### config.mk
export PLATFORM = sky130hd
export DESIGN_NAME = device_config_bank
export DESIGN_NICKNAME = d
export VERILOG_FILES = /design/src/rtl/cfg_blink_pkg.sv /design/src/rtl/input_change_detect.sv /design/src/rtl/device_config_bank.sv
export SDC_FILE = /design/constraint.sdc
export NUM_CORES = 1
export LEC_CHECK = 0
export BUFFER_PORTS_ARGS = -buffer_cell sky130_fd_sc_hd__buf_2
export CAP_MARGIN = 0
export CORE_MARGIN = 3
export CORE_UTILIZATION = 51
export CTS_BUF_LIST = sky130_fd_sc_hd__clkbuf_4
export CTS_CLUSTER_DIAMETER = 60
export DETAILED_ROUTE_END_ITERATION = 8
export PLACE_DENSITY = 0.74
export SYNTH_ARGS = -nofsm -noshare
export SYNTH_HDL_FRONTEND = slang
export SYNTH_HIERARCHICAL = 1
export SYNTH_SLANG_ARGS = --single-unit
export TNS_END_PERCENT = 10
### constraint.sdc
create_clock -name clk_sys -period 2.5 [get_ports clk_sys]
set_input_delay 0.5 -clock clk_sys [delete_from_list [all_inputs] [get_ports clk_sys]]
set_output_delay 0.5 -clock clk_sys [all_outputs]
set_load 0.03 [all_outputs]
### src/rtl/cfg_blink_pkg.sv
// Package: register offsets, field positions and reset values of the configuration bank
package cfg_blink_pkg;
  localparam logic [7:0] ADDR_INPUT_PORTS   = 8'h00;
  localparam logic [7:0] ADDR_PHASE0        = 8'h02;
  localparam logic [7:0] ADDR_PHASE1        = 8'h0A;
  localparam logic [7:0] ADDR_MASTER_INTENS = 8'h0E;
  localparam logic [7:0] ADDR_DEVICE_CONFIG = 8'h0F;
  localparam logic [7:0] ADDR_INTENS_FIRST  = 8'h10;
  localparam logic [7:0] ADDR_INTENS_LAST   = 8'h13;

  localparam int BIT_BLINK_EN    = 0;
  localparam int BIT_BLINK_FLIP  = 1;
  localparam int BIT_GLOBAL_INT  = 2;
  localparam int BIT_IRQ_EN      = 3;
  localparam int BIT_GPO_PHASE0  = 4;
  localparam int BIT_GPO_PHASE1  = 5;
  localparam int BIT_BLINK_STAT  = 6;
  localparam int BIT_IRQ_STAT    = 7;

  localparam logic [5:0] CONFIG_RESET  = 6'h0C;
  localparam logic [7:0] PHASE_RESET   = 8'hFF;
  localparam logic [7:0] MASTER_RESET  = 8'h0F;
  localparam logic [7:0] INTENS_RESET  = 8'hFF;
  localparam logic [7:0] INPUTS_RESET  = 8'hFF;
  localparam logic [2:0] WARMUP_RESET  = 3'h7;
endpackage

### src/rtl/input_change_detect.sv
// Input change detection: sample of the port inputs and a compare against it
`timescale 1ns/100ps
module input_change_detect
  import cfg_blink_pkg::*;
(
  // Clock and reset
  input  wire logic       clk_sys,
  input  wire logic       rst_n,
  // Synchronised port levels and direction
  input  wire logic [7:0] port_level,
  input  wire logic [7:0] port_is_input,
  // Resample request
  input  wire logic       resample,
  // Result
  output logic            change_q
);
  logic [7:0] sample_q;
  logic [2:0] first_q;

  // Sample retaken until the synchronisers have flushed their reset value,
  // so that settled inputs raise nothing after reset
  always_ff @(posedge clk_sys) begin
    if (!rst_n) begin
      sample_q <= INPUTS_RESET;
      first_q  <= WARMUP_RESET;
    end else begin
      first_q <= {first_q[1:0], 1'b0};
      if ((|first_q) || resample) begin
        sample_q <= port_level;
      end
    end
  end

  // Level compare: clears by itself when the input returns
  always_ff @(posedge clk_sys) begin
    if (!rst_n) begin
      change_q <= 1'b0;
    end else begin
      change_q <= !(|first_q) && !resample
                  && (|((port_level ^ sample_q) & port_is_input));
    end
  end
endmodule

### src/rtl/device_config_bank.sv
// Configuration register bank: blink, intensity select and combined irq/output pin
// How it works
// - Config bit 0 written 1 enables blink mode, written 0 disables it.
// - With blink on, config bit 1 is the software flip for phase choice.
// - Blink phase is flip bit XOR blink pin; phase 0 first pattern, 1 second.
// - Blink off: flip ignored, ports driven only from phase 0 pattern.
// - Bit 2 clear: per-port intensity registers; pin uses master low nibble.
// - Bit 2 set: master low nibble intensity drives every output port.
// - Bit 3 set: combined pin shows detected input data changes.
// - Bit 3 clear: combined pin is a general output from the two level bits.
// - Blink off: pin low when bit 4 is 0, released when 1.
// - Blink on, phase 0: pin low when bit 4 is 0, released when 1.
// - Blink on, phase 1: pin low when bit 5 is 0, released when 1.
// - Bit 6 reads the present blink pin level and is read-only.
// - Bit 7 reads change status; with irq on pin low when set.
// - Change flag rises on input mismatch; clears on return, inputs read or config write.
`timescale 1ns/100ps
module device_config_bank
  import cfg_blink_pkg::*;
(
  // Clock and reset
  input  wire logic       clk_sys,
  input  wire logic       rst_n,
  // Register access from the serial interface
  input  wire logic [7:0] reg_addr,
  input  wire logic       reg_wr,
  input  wire logic [7:0] reg_wdata,
  input  wire logic       reg_rd,
  output logic [7:0]      reg_rdata_q,
  // Pins
  input  wire logic       blink_pin,
  input  wire logic [7:0] port_pins,
  input  wire logic [7:0] port_is_input,
  output logic            irq_or_gpo_pin_o,
  output logic            irq_or_gpo_pin_oe_n,
  // Towards port drivers and PWM
  output logic [7:0]      port_pattern_q,
  output logic            use_global_intensity_q,
  output logic [3:0]      pin_intensity_q,
  output logic            blink_phase_q
);
  logic [5:0] cfg_q;
  logic [7:0] phase0_q;
  logic [7:0] phase1_q;
  logic [7:0] master_q;
  logic [7:0] intens_q [4];
  logic [1:0] blink_sync_q;
  logic [7:0] port_meta_q;
  logic [7:0] port_sync_q;
  logic       change_q;
  logic       resample;
  logic       phase;
  logic       gpo_release;
  logic [7:0] rdata_d;
  logic       wr_cfg;
  logic       wr_phase0;
  logic       wr_phase1;
  logic       wr_master;
  logic       rd_inputs;

  // Two-flop synchronisers; first stage feeds only the second
  always_ff @(posedge clk_sys) begin
    if (!rst_n) begin
      blink_sync_q <= 2'b00;
    end else begin
      blink_sync_q <= {blink_sync_q[0], blink_pin};
    end
  end

  // Port levels reset high, the idle level of released open-drain ports
  always_ff @(posedge clk_sys) begin
    if (!rst_n) begin
      port_meta_q <= INPUTS_RESET;
      port_sync_q <= INPUTS_RESET;
    end else begin
      port_meta_q <= port_pins;
      port_sync_q <= port_meta_q;
    end
  end

  // Address decode shared by config, phase and master storage and resample paths; intensity writes and read data decode reg_addr themselves
  assign wr_cfg    = reg_wr && (reg_addr == ADDR_DEVICE_CONFIG);
  assign wr_phase0 = reg_wr && (reg_addr == ADDR_PHASE0);
  assign wr_phase1 = reg_wr && (reg_addr == ADDR_PHASE1);
  assign wr_master = reg_wr && (reg_addr == ADDR_MASTER_INTENS);
  assign rd_inputs = reg_rd && (reg_addr == ADDR_INPUT_PORTS);

  // Configuration: only bits 5..0 are stored, status bits are never written
  always_ff @(posedge clk_sys) begin
    if (!rst_n) begin
      cfg_q <= CONFIG_RESET;
    end else if (wr_cfg) begin
      cfg_q <= reg_wdata[5:0];
    end
  end

  // Pattern and intensity storage
  always_ff @(posedge clk_sys) begin
    if (!rst_n) begin
      phase0_q <= PHASE_RESET;
    end else if (wr_phase0) begin
      phase0_q <= reg_wdata;
    end
  end

  always_ff @(posedge clk_sys) begin
    if (!rst_n) begin
      phase1_q <= PHASE_RESET;
    end else if (wr_phase1) begin
      phase1_q <= reg_wdata;
    end
  end

  always_ff @(posedge clk_sys) begin
    if (!rst_n) begin
      master_q <= MASTER_RESET;
    end else if (wr_master) begin
      master_q <= reg_wdata;
    end
  end

  generate
    for (genvar i = 0; i < 4; i++) begin : g_intens
      always_ff @(posedge clk_sys) begin
        if (!rst_n) begin
          intens_q[i] <= INTENS_RESET;
        end else if (reg_wr && reg_addr == ADDR_INTENS_FIRST + 8'(i)) begin
          intens_q[i] <= reg_wdata;
        end
      end
    end
  endgenerate

  // Inputs read or config write refresh the compare sample; that sample is
  // the latch taken by an inputs read, so no second copy is kept
  assign resample = rd_inputs || wr_cfg;

  input_change_detect u_detect (
    .clk_sys       (clk_sys),
    .rst_n         (rst_n),
    .port_level    (port_sync_q),
    .port_is_input (port_is_input),
    .resample      (resample),
    .change_q      (change_q)
  );

  // Phase forced to 0 when blink is off so the flip bit has no effect
  assign phase = cfg_q[BIT_BLINK_EN]
                 && (cfg_q[BIT_BLINK_FLIP] ^ blink_sync_q[1]);

  assign gpo_release = phase ? cfg_q[BIT_GPO_PHASE1]
                             : cfg_q[BIT_GPO_PHASE0];

  // Outputs toward ports and PWM, one register per concern
  always_ff @(posedge clk_sys) begin
    if (!rst_n) begin
      blink_phase_q <= 1'b0;
    end else begin
      blink_phase_q <= phase;
    end
  end

  // Pattern changes on the same edge as the pin, so ports and pin blink together
  always_ff @(posedge clk_sys) begin
    if (!rst_n) begin
      port_pattern_q <= PHASE_RESET;
    end else begin
      port_pattern_q <= phase ? phase1_q : phase0_q;
    end
  end

  always_ff @(posedge clk_sys) begin
    if (!rst_n) begin
      use_global_intensity_q <= CONFIG_RESET[BIT_GLOBAL_INT];
    end else begin
      use_global_intensity_q <= cfg_q[BIT_GLOBAL_INT];
    end
  end

  always_ff @(posedge clk_sys) begin
    if (!rst_n) begin
      pin_intensity_q <= MASTER_RESET[3:0];
    end else begin
      pin_intensity_q <= master_q[3:0];
    end
  end

  // Open-drain pin: drive low or release; oe_n low means driving
  always_ff @(posedge clk_sys) begin
    if (!rst_n) begin
      irq_or_gpo_pin_o    <= 1'b0;
      irq_or_gpo_pin_oe_n <= 1'b1;
    end else if (cfg_q[BIT_IRQ_EN]) begin
      irq_or_gpo_pin_o    <= 1'b0;
      irq_or_gpo_pin_oe_n <= !change_q;
    end else begin
      irq_or_gpo_pin_o    <= 1'b0;
      irq_or_gpo_pin_oe_n <= gpo_release;
    end
  end

  // Read data
  always_comb begin
    rdata_d = 8'h00;
    if (reg_addr == ADDR_INPUT_PORTS) begin
      rdata_d = port_sync_q;
    end else if (reg_addr == ADDR_PHASE0) begin
      rdata_d = phase0_q;
    end else if (reg_addr == ADDR_PHASE1) begin
      rdata_d = phase1_q;
    end else if (reg_addr == ADDR_MASTER_INTENS) begin
      rdata_d = master_q;
    end else if (reg_addr == ADDR_DEVICE_CONFIG) begin
      rdata_d = {change_q, blink_sync_q[1], cfg_q};
    end else if (reg_addr >= ADDR_INTENS_FIRST && reg_addr <= ADDR_INTENS_LAST) begin
      rdata_d = intens_q[reg_addr[1:0]];
    end
  end

  always_ff @(posedge clk_sys) begin
    if (!rst_n) begin
      reg_rdata_q <= 8'h00;
    end else if (reg_rd) begin
      reg_rdata_q <= rdata_d;
    end
  end
endmodule

==> results.py, run 1 <==
metrics = {
    "timing": {
        "period_minus_slack_ps": 2020,
        "rsz0062_at_grt": "no",
        "finalSetupViolCount": 0,
        "finalHoldViolCount": 0,
        "worstMarginPinSlew_ps": 747,
        "fin_ws_ps": 479,
        "max_slew_margin": 0.498,
        "fin_setup_tns_ps": 0,
        "period_share": 0.809,
        "fmax_mhz": 495,
        "skew_ps": 15.0,
        "maxSlewViolCount": 0,
    },
    "worst_setup_path": {
        "cp_max_fo": 9,
        "r2r_end": "irq_or_gpo_pin_oe_n$_SDFF_PN1_",
        "cp-start-kind": "input port",
        "cp.arrival_ps": 2470,
        "timing.rr.start": "cfg_q[1]$_SDFFE_PN0P_",
        "critPathRequiredTime_ps": 2950,
        "r2r.worst_path.cells": 4,
        "crit_type": "input port to register",
        "rrSetupSlack_ps": 850,
        "endpoint_kind": "register",
    },
    "yosys": {
        "synth_cells": 469,
        "synthArstFlopShare": 0,
        "ys.warnings.count": 6,
        "post-synth-top-count-cell": "dfxtp_1",
        "ys_seq_elements": 115,
        "syn_nets": 506,
        "synth_edf_count": 32,
        "ys_types": 43,
        "yosysSeqAreaShare": 0.531,
        "synth_area_per_cell_sq_um": 10.5,
        "synth.largest_area_cell": "dfxtp_1",
        "synthTopCellsByArea": "dfxtp_1 34%, edfxtp_1 19%, nand2b_1 6.3%",
        "synth_top_area_share": 0.337,
        "synth_commonest_cells": "83 x dfxtp_1, 67 x nand2_1, 50 x nand2b_1",
        "syn-cell-area_sq_um": 4940,
        "ys.flop_type": "dfxtp_1",
    },
    "cts": {
        "cts_tree": "done",
        "cts_hold_buf": 0,
        "clkSlewWorstSetupHoldPaths_ps": 110,
        "root_buffer": "clkbuf_4",
        "cts_buffers": 17,
        "clock_latency_ps": 510,
        "clock_sinks": 115,
        "cts_buffer_depth": 2,
        "postCtsSetupRepairBufs": 0,
        "h-tree-depth": 4,
        "cts.repair.resized": 0,
    },
    "detailed_routing": {
        "via_per_inst": 5.70,
        "dr.pass1.iters": 5,
        "wl_mm": 12.7,
        "drc": 0,
        "post_drt_wl_per_cell_microns": 18.4,
        "num_vias": 3924,
        "drt_iter0_markers": 291,
        "antenna_left": 0,
    },
    "grt": {
        "grt_overflow": 0,
        "grt_pass1_wl_mm": 20.2,
        "grt_usage": 0.237,
        "grt_max_degree": 46,
        "antenna_found_initial": 0,
        "grt_pass1_vias": 3851,
    },
    "die": {
        "core_area_sq_um": 9330,
        "io_pins": 61,
        "die_w_microns": 104,
        "dieArea_sq_um": 10900,
        "num_rows": 35,
        "start_util": 0.529,
        "die_h_microns": 104,
    },
    "placed_design": {
        "io_buffers": 59,
        "place_hpwl_mm": 8.52,
        "dp_slack_ps": 12.2,
        "finalWeightedCongestion": 0.880,
    },
    "worst_hold_path": {
        "whs_endpoint": "port_meta_q[0]$_SDFF_PN1_",
        "hold_path_depth": 2,
        "hold_path_class": "input port to register",
        "hp-start": "port_pins[0]",
    },
    "layout": {
        "n_fill_cell": 790,
        "regArea_sq_um": 2620,
        "layout.nets": 583,
        "syn_to_final_growth_pct": 17.9,
        "drive_gt1_frac": 0.236,
        "multi_input_comb_area_sq_um": 2180,
        "diodes": 0,
    },
    "flow_run": {
        "max_cap_violations": 0,
    },
    "outcome": {
        "status": "finished, final reports clean",
    },
    "power_and_ir_drop": {
        "irDropWorstVdd_mv": 0.426,
        "p_per_area_nw_per_um2": 662,
        "p_leak_nw": 2.21,
    },
}
-- critical path, stage by stage --
cell and delay, ps:
buf_2 120, or4_4 540, or4_1 540, o21ai_1 210
or4_1 370, nand2_1 110, nand3_1 90
-- state kept, by name, indices dropped and copies added (netlist names), 3 cells and up --
name and flops:
cfg_q 6, reg_rdata_q 8, port_meta_q 8, phase0_q 8
phase1_q 8, u_detect/sample_q 8, port_pattern_q 8, u_detect/first_q 3
pin_intensity_q 4, intens_q 32, port_sync_q 8, master_q 8
-- cell families after synthesis --
group | count (synthesis) | share of synthesized area
AOI/OAI and AO/OA | 53 | 0.0760
other | 1 | 0.000760
muxes | 38 | 0.0973
xor gates and xnor gates | 9 | 0.0160
DFF | 115 | 0.531
buffers and inverters | 31 | 0.0264
and+or+nand+nor | 222 | 0.252
-- area by class of cell --
class | count | area share
clock buffers | 17 | 0.0219
repair buffers | 87 | 0.0868
flip-flops and latches | 115 | 0.451
multi-input cells | 323 | 0.375
inverters | 2 | 0.00129
clock inverters | 15 | 0.0365
well taps | 129 | 0.0277
-- metrics by stage --
| step | instance area, sq um | utilization | std cells | hold slack (ps) | total power, mW |
|---|---|---|---|---|---|
| after floorplan | 4940 | - | 469 | 386 | 2.15 |
| after global placement | 5480 | 0.588 | 656 | 390 | 2.25 |
| after detailed placement | 5480 | 0.588 | 656 | 392 | 2.26 |
| after CTS | 5820 | 0.624 | 688 | 141 | 3.86 |
| after global routing | 5820 | 0.624 | 688 | 139 | 3.98 |
| final | 5820 | 0.624 | 688 | 172 | 3.85 |
-- how the worst max path moves through the flow --
stage | start | endpoint | cells after the start
after detailed placement | reg_addr[7] | u_detect/sample_q[3]$_SDFFE_PN1P_ | 7
after global placement | reg_addr[7] | u_detect/sample_q[7]$_SDFFE_PN1P_ | 7
after floorplan | reg_addr[0] | u_detect/change_q$_SDFF_PN0_ | 8
after CTS | reg_addr[7] | u_detect/sample_q[3]$_SDFFE_PN1P_ | 7
final | reg_addr[7] | u_detect/sample_q[3]$_SDFFE_PN1P_ | 7
after global routing | reg_addr[7] | u_detect/sample_q[3]$_SDFFE_PN1P_ | 7
-- cells in the final DEF (no fill, tap or decap), types with 2 or more instances in the layout --
cell type / n
a21oi_1: 8
buf_2: 59
dfxtp_1: 83
and3_1: 9
or3_1: 24
a211oi_1: 9
nand3_1: 19
a22oi_1: 2
a221oi_1: 9
clkinv_1: 3
nor4_4: 2
clkbuf_4: 17
nor2b_1: 25
nand2_1: 67
inv_1: 2
clkinvlp_4: 2
nand2b_1: 50
edfxtp_1: 32
mux4_2: 8
bufinv_16: 5
clkinv_4: 2
or4_1: 3
clkinv_2: 2
nor3_1: 9
o41ai_1: 8
buf_4: 28
xor2_1: 9
mux2i_1: 30
o21ai_0: 12
and2_1: 4
-- routing by layer --
layer / part of all wire / track usage / vias to the layer above / wire (microns)
met2: 0.49 / 0.390 / 206 / 6160
li1: - / - / 1828 / -
met4: 0.021 / 0.0769 / 0 / 264
met1: 0.41 / 0.308 / 1856 / 5200
met3: 0.083 / 0.0559 / 34 / 1060
met5: 0 / 0 / - / 0
-- where the power goes --
| group | leakage (nW) | internal, mW | switching (mW) |
|---|---|---|---|
| logic | 1.04 | 0.0963 | 0.147 |
| clock network | 0.174 | 0.886 | 0.742 |
| registers | 0.999 | 1.96 | 0.0222 |
(Power assumes the default switching activity.)
==> inputs of run 2 (changes only) <==
--- a/config.mk
+++ b/config.mk
@@ -5,6 +5,7 @@
 export SDC_FILE = /design/constraint.sdc
 export NUM_CORES = 1
 export LEC_CHECK = 0
+export ABC_AREA = 1
 export BUFFER_PORTS_ARGS = -buffer_cell sky130_fd_sc_hd__buf_2
 export CAP_MARGIN = 0
 export CORE_MARGIN = 3
@@ -12,7 +13,7 @@
 export CTS_BUF_LIST = sky130_fd_sc_hd__clkbuf_4
 export CTS_CLUSTER_DIAMETER = 60
 export DETAILED_ROUTE_END_ITERATION = 8
-export PLACE_DENSITY = 0.74
+export PLACE_DENSITY = 0.72
 export SYNTH_ARGS = -nofsm -noshare
 export SYNTH_HDL_FRONTEND = slang
 export SYNTH_HIERARCHICAL = 1
==> constraint.sdc (replaced) <==
create_clock -name clk_sys -period 1.9 [get_ports clk_sys]
set_input_delay 0.38 -clock clk_sys [delete_from_list [all_inputs] [get_ports clk_sys]]
set_output_delay 0.38 -clock clk_sys [all_outputs]
set_load 0.03 [all_outputs]
==> results.py, run 2 <==
metrics = {
    "cts": {
        "postCtsSetupRepairBufs": 0,
        "cts_buffers": 17,
        "cts_buffer_depth": 2,
        "h-tree-depth": 4,
        "clock_sinks": 115,
        "root_buffer": "clkbuf_4",
        "cts_hold_buf": 0,
        "cts_tree": "done",
        "clkSlewWorstSetupHoldPaths_ps": 100,
        "cts.repair.resized": 0,
        "clock_latency_ps": 500,
    },
    "worst_hold_path": {
        "hold_path_class": "input port to register",
        "whs_endpoint": "blink_sync_q[0]$_SDFF_PN0_",
        "hp-start": "blink_pin",
        "hold_path_depth": 3,
    },
    "power_and_ir_drop": {
        "p_leak_nw": 2.66,
        "p_per_area_nw_per_um2": 828,
        "p_sw_frac": 0.250,
        "power_frac_seq": 0.557,
        "power_mw": 4.68,
        "irDropWorstVdd_mv": 0.382,
        "combPwrFrac": 0.062,
        "pwr-share-clk": 0.381,
        "p_int_mw": 3.51,
        "switching_power_mw": 1.17,
    },
    "die": {
        "die_w_microns": 103,
        "start_util": 0.539,
        "dieArea_sq_um": 10700,
        "die_h_microns": 103,
        "io_pins": 61,
        "num_rows": 34,
        "core_area_sq_um": 8980,
    },
    "detailed_routing": {
        "num_vias": 4083,
        "dr.pass1.iters": 5,
        "post_drt_wl_per_cell_microns": 14.1,
        "drc": 0,
        "drt_iter0_markers": 274,
        "antenna_left": 0,
        "wl_mm": 11.3,
        "via_per_inst": 5.12,
    },
    "layout": {
        "layout.nets": 696,
        "multi_input_comb_area_sq_um": 1830,
        "regArea_sq_um": 2620,
        "utilization": 0.630,
        "top_register": "intens_q",
        "diodes": 0,
        "final_common_cell": "nand2_1",
        "largest_reg_flops": 32,
        "drive_gt1_frac": 0.240,
        "syn_to_final_growth_pct": 16.8,
        "final_cell_mix": "166 x nand2_1, 83 x dfxtp_1, 66 x inv_1",
        "n_fill_cell": 775,
    },
    "worst_setup_path": {
        "cp-start-kind": "register",
        "crit_buf_inv": 1,
        "slowest_stage": "dfxtp_1",
        "r2r_end": "reg_rdata_q[4]$_SDFFE_PN0P_",
        "timing.rr.start": "intens_q[1][4]$_SDFFCE_PN1P_",
        "critPathRequiredTime_ps": 1520,
        "rrSetupSlack_ps": 550,
        "cp_max_fo": 2,
        "cp.arrival_ps": 1060,
        "r2r.worst_path.cells": 6,
        "path_delay_family": "flip-flops",
        "crit_type": "register to primary output",
        "endpoint_kind": "primary output",
        "crit_chain": "buf_2",
        "slowest_delay_ps": 360,
    },
    "flow_run": {
        "max_cap_violations": 0,
    },
    "timing": {
        "max_slew_margin": 0.645,
        "finalSetupViolCount": 0,
        "fin_setup_tns_ps": 0,
        "period_share": 0.757,
        "worstMarginPinSlew_ps": 532,
        "fmax_mhz": 695,
        "rsz0062_at_grt": "no",
        "period_minus_slack_ps": 1440,
        "finalHoldViolCount": 0,
        "skew_ps": 12.6,
        "maxSlewViolCount": 0,
    },
    "yosys": {
        "synth_top_area_share": 0.344,
        "synth_area_per_cell_sq_um": 8.38,
        "ys.warnings.count": 6,
        "ys_seq_elements": 115,
        "synth_cells": 577,
        "synth_edf_count": 32,
        "synth_commonest_cells": "166 x nand2_1, 83 x dfxtp_1, 66 x inv_1",
        "syn-cell-area_sq_um": 4840,
        "post-synth-top-count-cell": "nand2_1",
        "ys_types": 34,
        "synth.largest_area_cell": "dfxtp_1",
        "synthTopCellsByArea": "dfxtp_1 34%, edfxtp_1 20%, nand2_1 13%",
        "synthArstFlopShare": 0,
        "syn_nets": 614,
        "yosysSeqAreaShare": 0.542,
        "ys.flop_type": "dfxtp_1",
    },
    "grt": {
        "grt_pass1_vias": 3800,
        "grt_max_degree": 36,
        "antenna_found_initial": 0,
        "grt_usage": 0.219,
        "grt_pass1_wl_mm": 17.9,
        "grt_overflow": 0,
    },
    "placed_design": {
        "place_hpwl_mm": 8.29,
        "finalWeightedCongestion": 0.907,
        "io_buffers": 59,
    },
    "outcome": {
        "status": "finished, final reports clean",
    },
}
-- run 2: through the flow --
step	cells	setup slack [ps]	hold WS (ps)	area (sq um)
3_5_place_dp	766	63.2	401	5370
3_3_place_gp	766	108	395	5370
6_report	798	461	63.4	5650
2_1_floorplan	577	11.3	390	4840
4_1_cts	798	440	43.3	5650
5_1_grt	798	375	16.4	5650
-- run 2: cells by family (layout without fill, tap and decap cells) --
| logic type | after synthesis | after routing | synth area share |
|---|---|---|---|
| buf+inv | 93 | 188 | 0.0786 |
| compound gates | 98 | 98 | 0.123 |
| simple gates | 270 | 270 | 0.255 |
| other cells | 1 | 1 | 0.000775 |
| flops | 115 | 115 | 0.542 |
-- run 2: worst max path at each step --
stage | startpoint | endpoint | cells past startpoint
global route | reg_rdata_q[3]$_SDFFE_PN0P_ | reg_rdata_q[3] | 1
CTS | reg_rdata_q[3]$_SDFFE_PN0P_ | reg_rdata_q[3] | 1
global placement | reg_addr[7] | intens_q[1][6]$_SDFFCE_PN1P_ | 6
detailed placement | reg_addr[7] | intens_q[1][3]$_SDFFCE_PN1P_ | 6
finish | reg_rdata_q[0]$_SDFFE_PN0P_ | reg_rdata_q[0] | 1
floorplan | reg_addr[1] | u_detect/sample_q[3]$_SDFFE_PN1P_ | 10
-- run 2: power by group through the flow --
stage / combinational, mW / clock (mW) / sequential [mW]
finish: 0.292 / 1.78 / 2.61
global route: 0.322 / 1.94 / 2.61
CTS: 0.292 / 1.80 / 2.61
detailed placement: 0.290 / 0 / 2.66
global placement: 0.285 / 0 / 2.66
floorplan: 0.175 / 0 / 2.66
-- run 2: layout make-up --
type | count | area share
Sequential cell | 115 | 0.464
Clock inverter | 12 | 0.0239
Inverter | 73 | 0.0489
Tap cell | 126 | 0.0279
Multi-Input combinational cell | 369 | 0.325
Timing Repair Buffer | 83 | 0.0841
Clock buffer | 20 | 0.0266
-- run 2: metal layers --
| layer | track usage | vias up | share of wire | routed length, microns |
|---|---|---|---|---|
| met3 | 0.0584 | 17 | 0.064 | 725 |
| met5 | 0 | - | 0 | 0 |
| met2 | 0.359 | 130 | 0.47 | 5300 |
| met1 | 0.282 | 1885 | 0.45 | 5050 |
| li1 | - | 2051 | - | - |
| met4 | 0.0727 | 0 | 0.016 | 182 |
==> inputs of run 3 (changes only) <==
--- a/config.mk
+++ b/config.mk
@@ -13,7 +13,7 @@
 export CTS_BUF_LIST = sky130_fd_sc_hd__clkbuf_4
 export CTS_CLUSTER_DIAMETER = 60
 export DETAILED_ROUTE_END_ITERATION = 8
-export PLACE_DENSITY = 0.72
+export PLACE_DENSITY = 0.74
 export SYNTH_ARGS = -nofsm -noshare
 export SYNTH_HDL_FRONTEND = slang
 export SYNTH_HIERARCHICAL = 1
==> constraint.sdc (replaced) <==
create_clock -name clk_sys -period 1.3 [get_ports clk_sys]
set_input_delay 0.26 -clock clk_sys [delete_from_list [all_inputs] [get_ports clk_sys]]
set_output_delay 0.26 -clock clk_sys [all_outputs]
set_load 0.03 [all_outputs]
==> results.py, run 3 (synthesized netlist as in run 2, its figures left out) <==
metrics = {
    "outcome": {
        "status": "finished, final reports clean",
    },
    "detailed_routing": {
        "via_per_inst": 5.24,
        "drc": 0,
        "dr.pass1.iters": 5,
        "post_drt_wl_per_cell_microns": 15.0,
        "num_vias": 4348,
        "wl_mm": 12.4,
        "antenna_left": 0,
        "drt_iter0_markers": 273,
    },
    "placed_design": {
        "dp_slack_ps": -410,
        "place_hpwl_mm": 8.97,
        "io_buffers": 59,
        "finalWeightedCongestion": 1.04,
    },
    "layout": {
        "final_common_cell": "nand2_1",
        "top_register": "intens_q",
        "drive_gt1_frac": 0.284,
        "largest_reg_flops": 32,
        "utilization": 0.684,
        "final_cell_mix": "165 x nand2_1, 66 x inv_1, 66 x dfxtp_1",
        "layout.nets": 728,
        "syn_to_final_growth_pct": 26.9,
        "diodes": 0,
    },
    "worst_setup_path": {
        "cp.arrival_ps": 1010,
        "cp_max_fo": 2,
        "rrSetupSlack_ps": 60,
        "crit_buf_inv": 1,
        "slowest_delay_ps": 360,
        "crit_chain": "buf_6",
        "path_delay_family": "flip-flops",
        "critPathRequiredTime_ps": 1040,
        "endpoint_kind": "primary output",
        "crit_type": "register to primary output",
        "cp-start-kind": "register",
        "slowest_stage": "dfxtp_2",
    },
    "power_and_ir_drop": {
        "pwr-share-clk": 0.369,
        "switching_power_mw": 1.90,
        "p_sw_frac": 0.275,
        "p_leak_nw": 2.87,
        "power_frac_seq": 0.554,
        "combPwrFrac": 0.077,
        "p_per_area_nw_per_um2": 1120,
        "p_int_mw": 4.99,
        "irDropWorstVdd_mv": 0.605,
    },
    "die": {
        "start_util": 0.539,
        "die_h_microns": 103,
        "core_area_sq_um": 8980,
        "io_pins": 61,
        "die_w_microns": 103,
        "dieArea_sq_um": 10700,
        "num_rows": 34,
    },
    "cts": {
        "h-tree-depth": 4,
        "clock_sinks": 115,
        "cts_buffers": 17,
        "postCtsSetupRepairBufs": 0,
        "cts_buffer_depth": 2,
        "root_buffer": "clkbuf_4",
        "clkSlewWorstSetupHoldPaths_ps": 120,
        "cts_tree": "done",
        "clock_latency_ps": 530,
    },
    "grt": {
        "gr-usage-met2": 0.409,
        "grt_pass1_vias": 4160,
        "grt_util_met1": 0.304,
        "grt_overflow": 0,
        "antenna_found_initial": 0,
        "grt_pass1_wl_mm": 19.7,
        "grt_max_degree": 50,
        "busiest_layer": "met2",
        "grt_usage": 0.244,
        "use_met3": 0.0617,
    },
    "timing": {
        "period_share": 0.978,
        "skew_ps": 15.6,
        "period_minus_slack_ps": 1270,
        "fin_worst_hold_slack_ps": 58.1,
        "rsz0062_at_grt": "yes",
        "finalSetupViolCount": 0,
        "finalHoldViolCount": 0,
        "fin_ws_ps": 28.8,
        "fin_setup_tns_ps": 0,
        "fmax_mhz": 787,
        "maxSlewViolCount": 0,
    },
    "flow_run": {
        "max_cap_violations": 0,
    },
    "worst_hold_path": {
        "hold_path_class": "input port to register",
    },
}
[run 3: cell count changes in the layout (fill, tap and decap cells not counted), sizes merged]
cell         change
clkinv           -5
clkinvlp         +1
buf             +16
inv              +8
clkbuf           -3
bufinv           -1
dlygate4sd3     +16
[run 3: per-layer routing]
| layer | part of all wire | wire length, microns |
|---|---|---|
| met3 | 0.079 | 984 |
| met5 | 0 | 0 |
| met1 | 0.42 | 5260 |
| met4 | 0.023 | 285 |
| met2 | 0.48 | 5920 |
[run 3: worst register-to-register path, cell delays in order (launching register included)]
cell and delay [ps]:
edfxtp_1 390, nand2_1 130, nand4_1 120, nand2_1 80, nand3_1 80, o21ai_1 220, a21oi_1 90
[run 3: repair_timing]
action	4_1_cts	5_1_grt
hold buffers	16	0
gates resized for setup	45	19
cloned	0	0
hold endpoints to repair	17	0
setup endpoints to repair	23	27
[run 3: area by class of cell]
class / instances / area, sq um
clock inverters: 15 / 145
flip-flops and latches: 115 / 2640
clock buffers: 17 / 128
well taps: 126 / 158
inverters: 73 / 277
multi-input cells: 369 / 1860
fillers: 701 / 2840
repair buffers: 115 / 922
[run 3: power by group through the flow]
stage	Sequential [mW]	Combinational (mW)	Clock [mW]
finish	3.81	0.531	2.54
global route	3.82	0.579	2.71
CTS	3.81	0.522	2.58
detailed placement	3.89	0.480	0
global placement	3.89	0.468	0
floorplan	3.88	0.265	0
[run 3: through the flow]
stage / power [mW] / std cells / instance area, sq um
6_report: 6.88 / 830 / 6140
4_1_cts: 6.92 / 830 / 6100
3_3_place_gp: 4.36 / 782 / 5550
3_5_place_dp: 4.37 / 782 / 5550
5_1_grt: 7.11 / 830 / 6140
2_1_floorplan: 4.15 / 577 / 4890
[run 3: path summary, 6_finish.rpt]
path                                                   start                          end  depth (start not counted)
worst max-delay path             reg_rdata_q[0]$_SDFFE_PN0P_               reg_rdata_q[0]                          1
worst max register to register  intens_q[2][6]$_SDFFCE_PN1P_  reg_rdata_q[6]$_SDFFE_PN0P_                          6
worst min register to register     port_meta_q[6]$_SDFF_PN1_    port_sync_q[6]$_SDFF_PN1_                          1
worst min-delay path                            reg_wdata[1]     phase1_q[1]$_SDFFE_PN1P_                          3
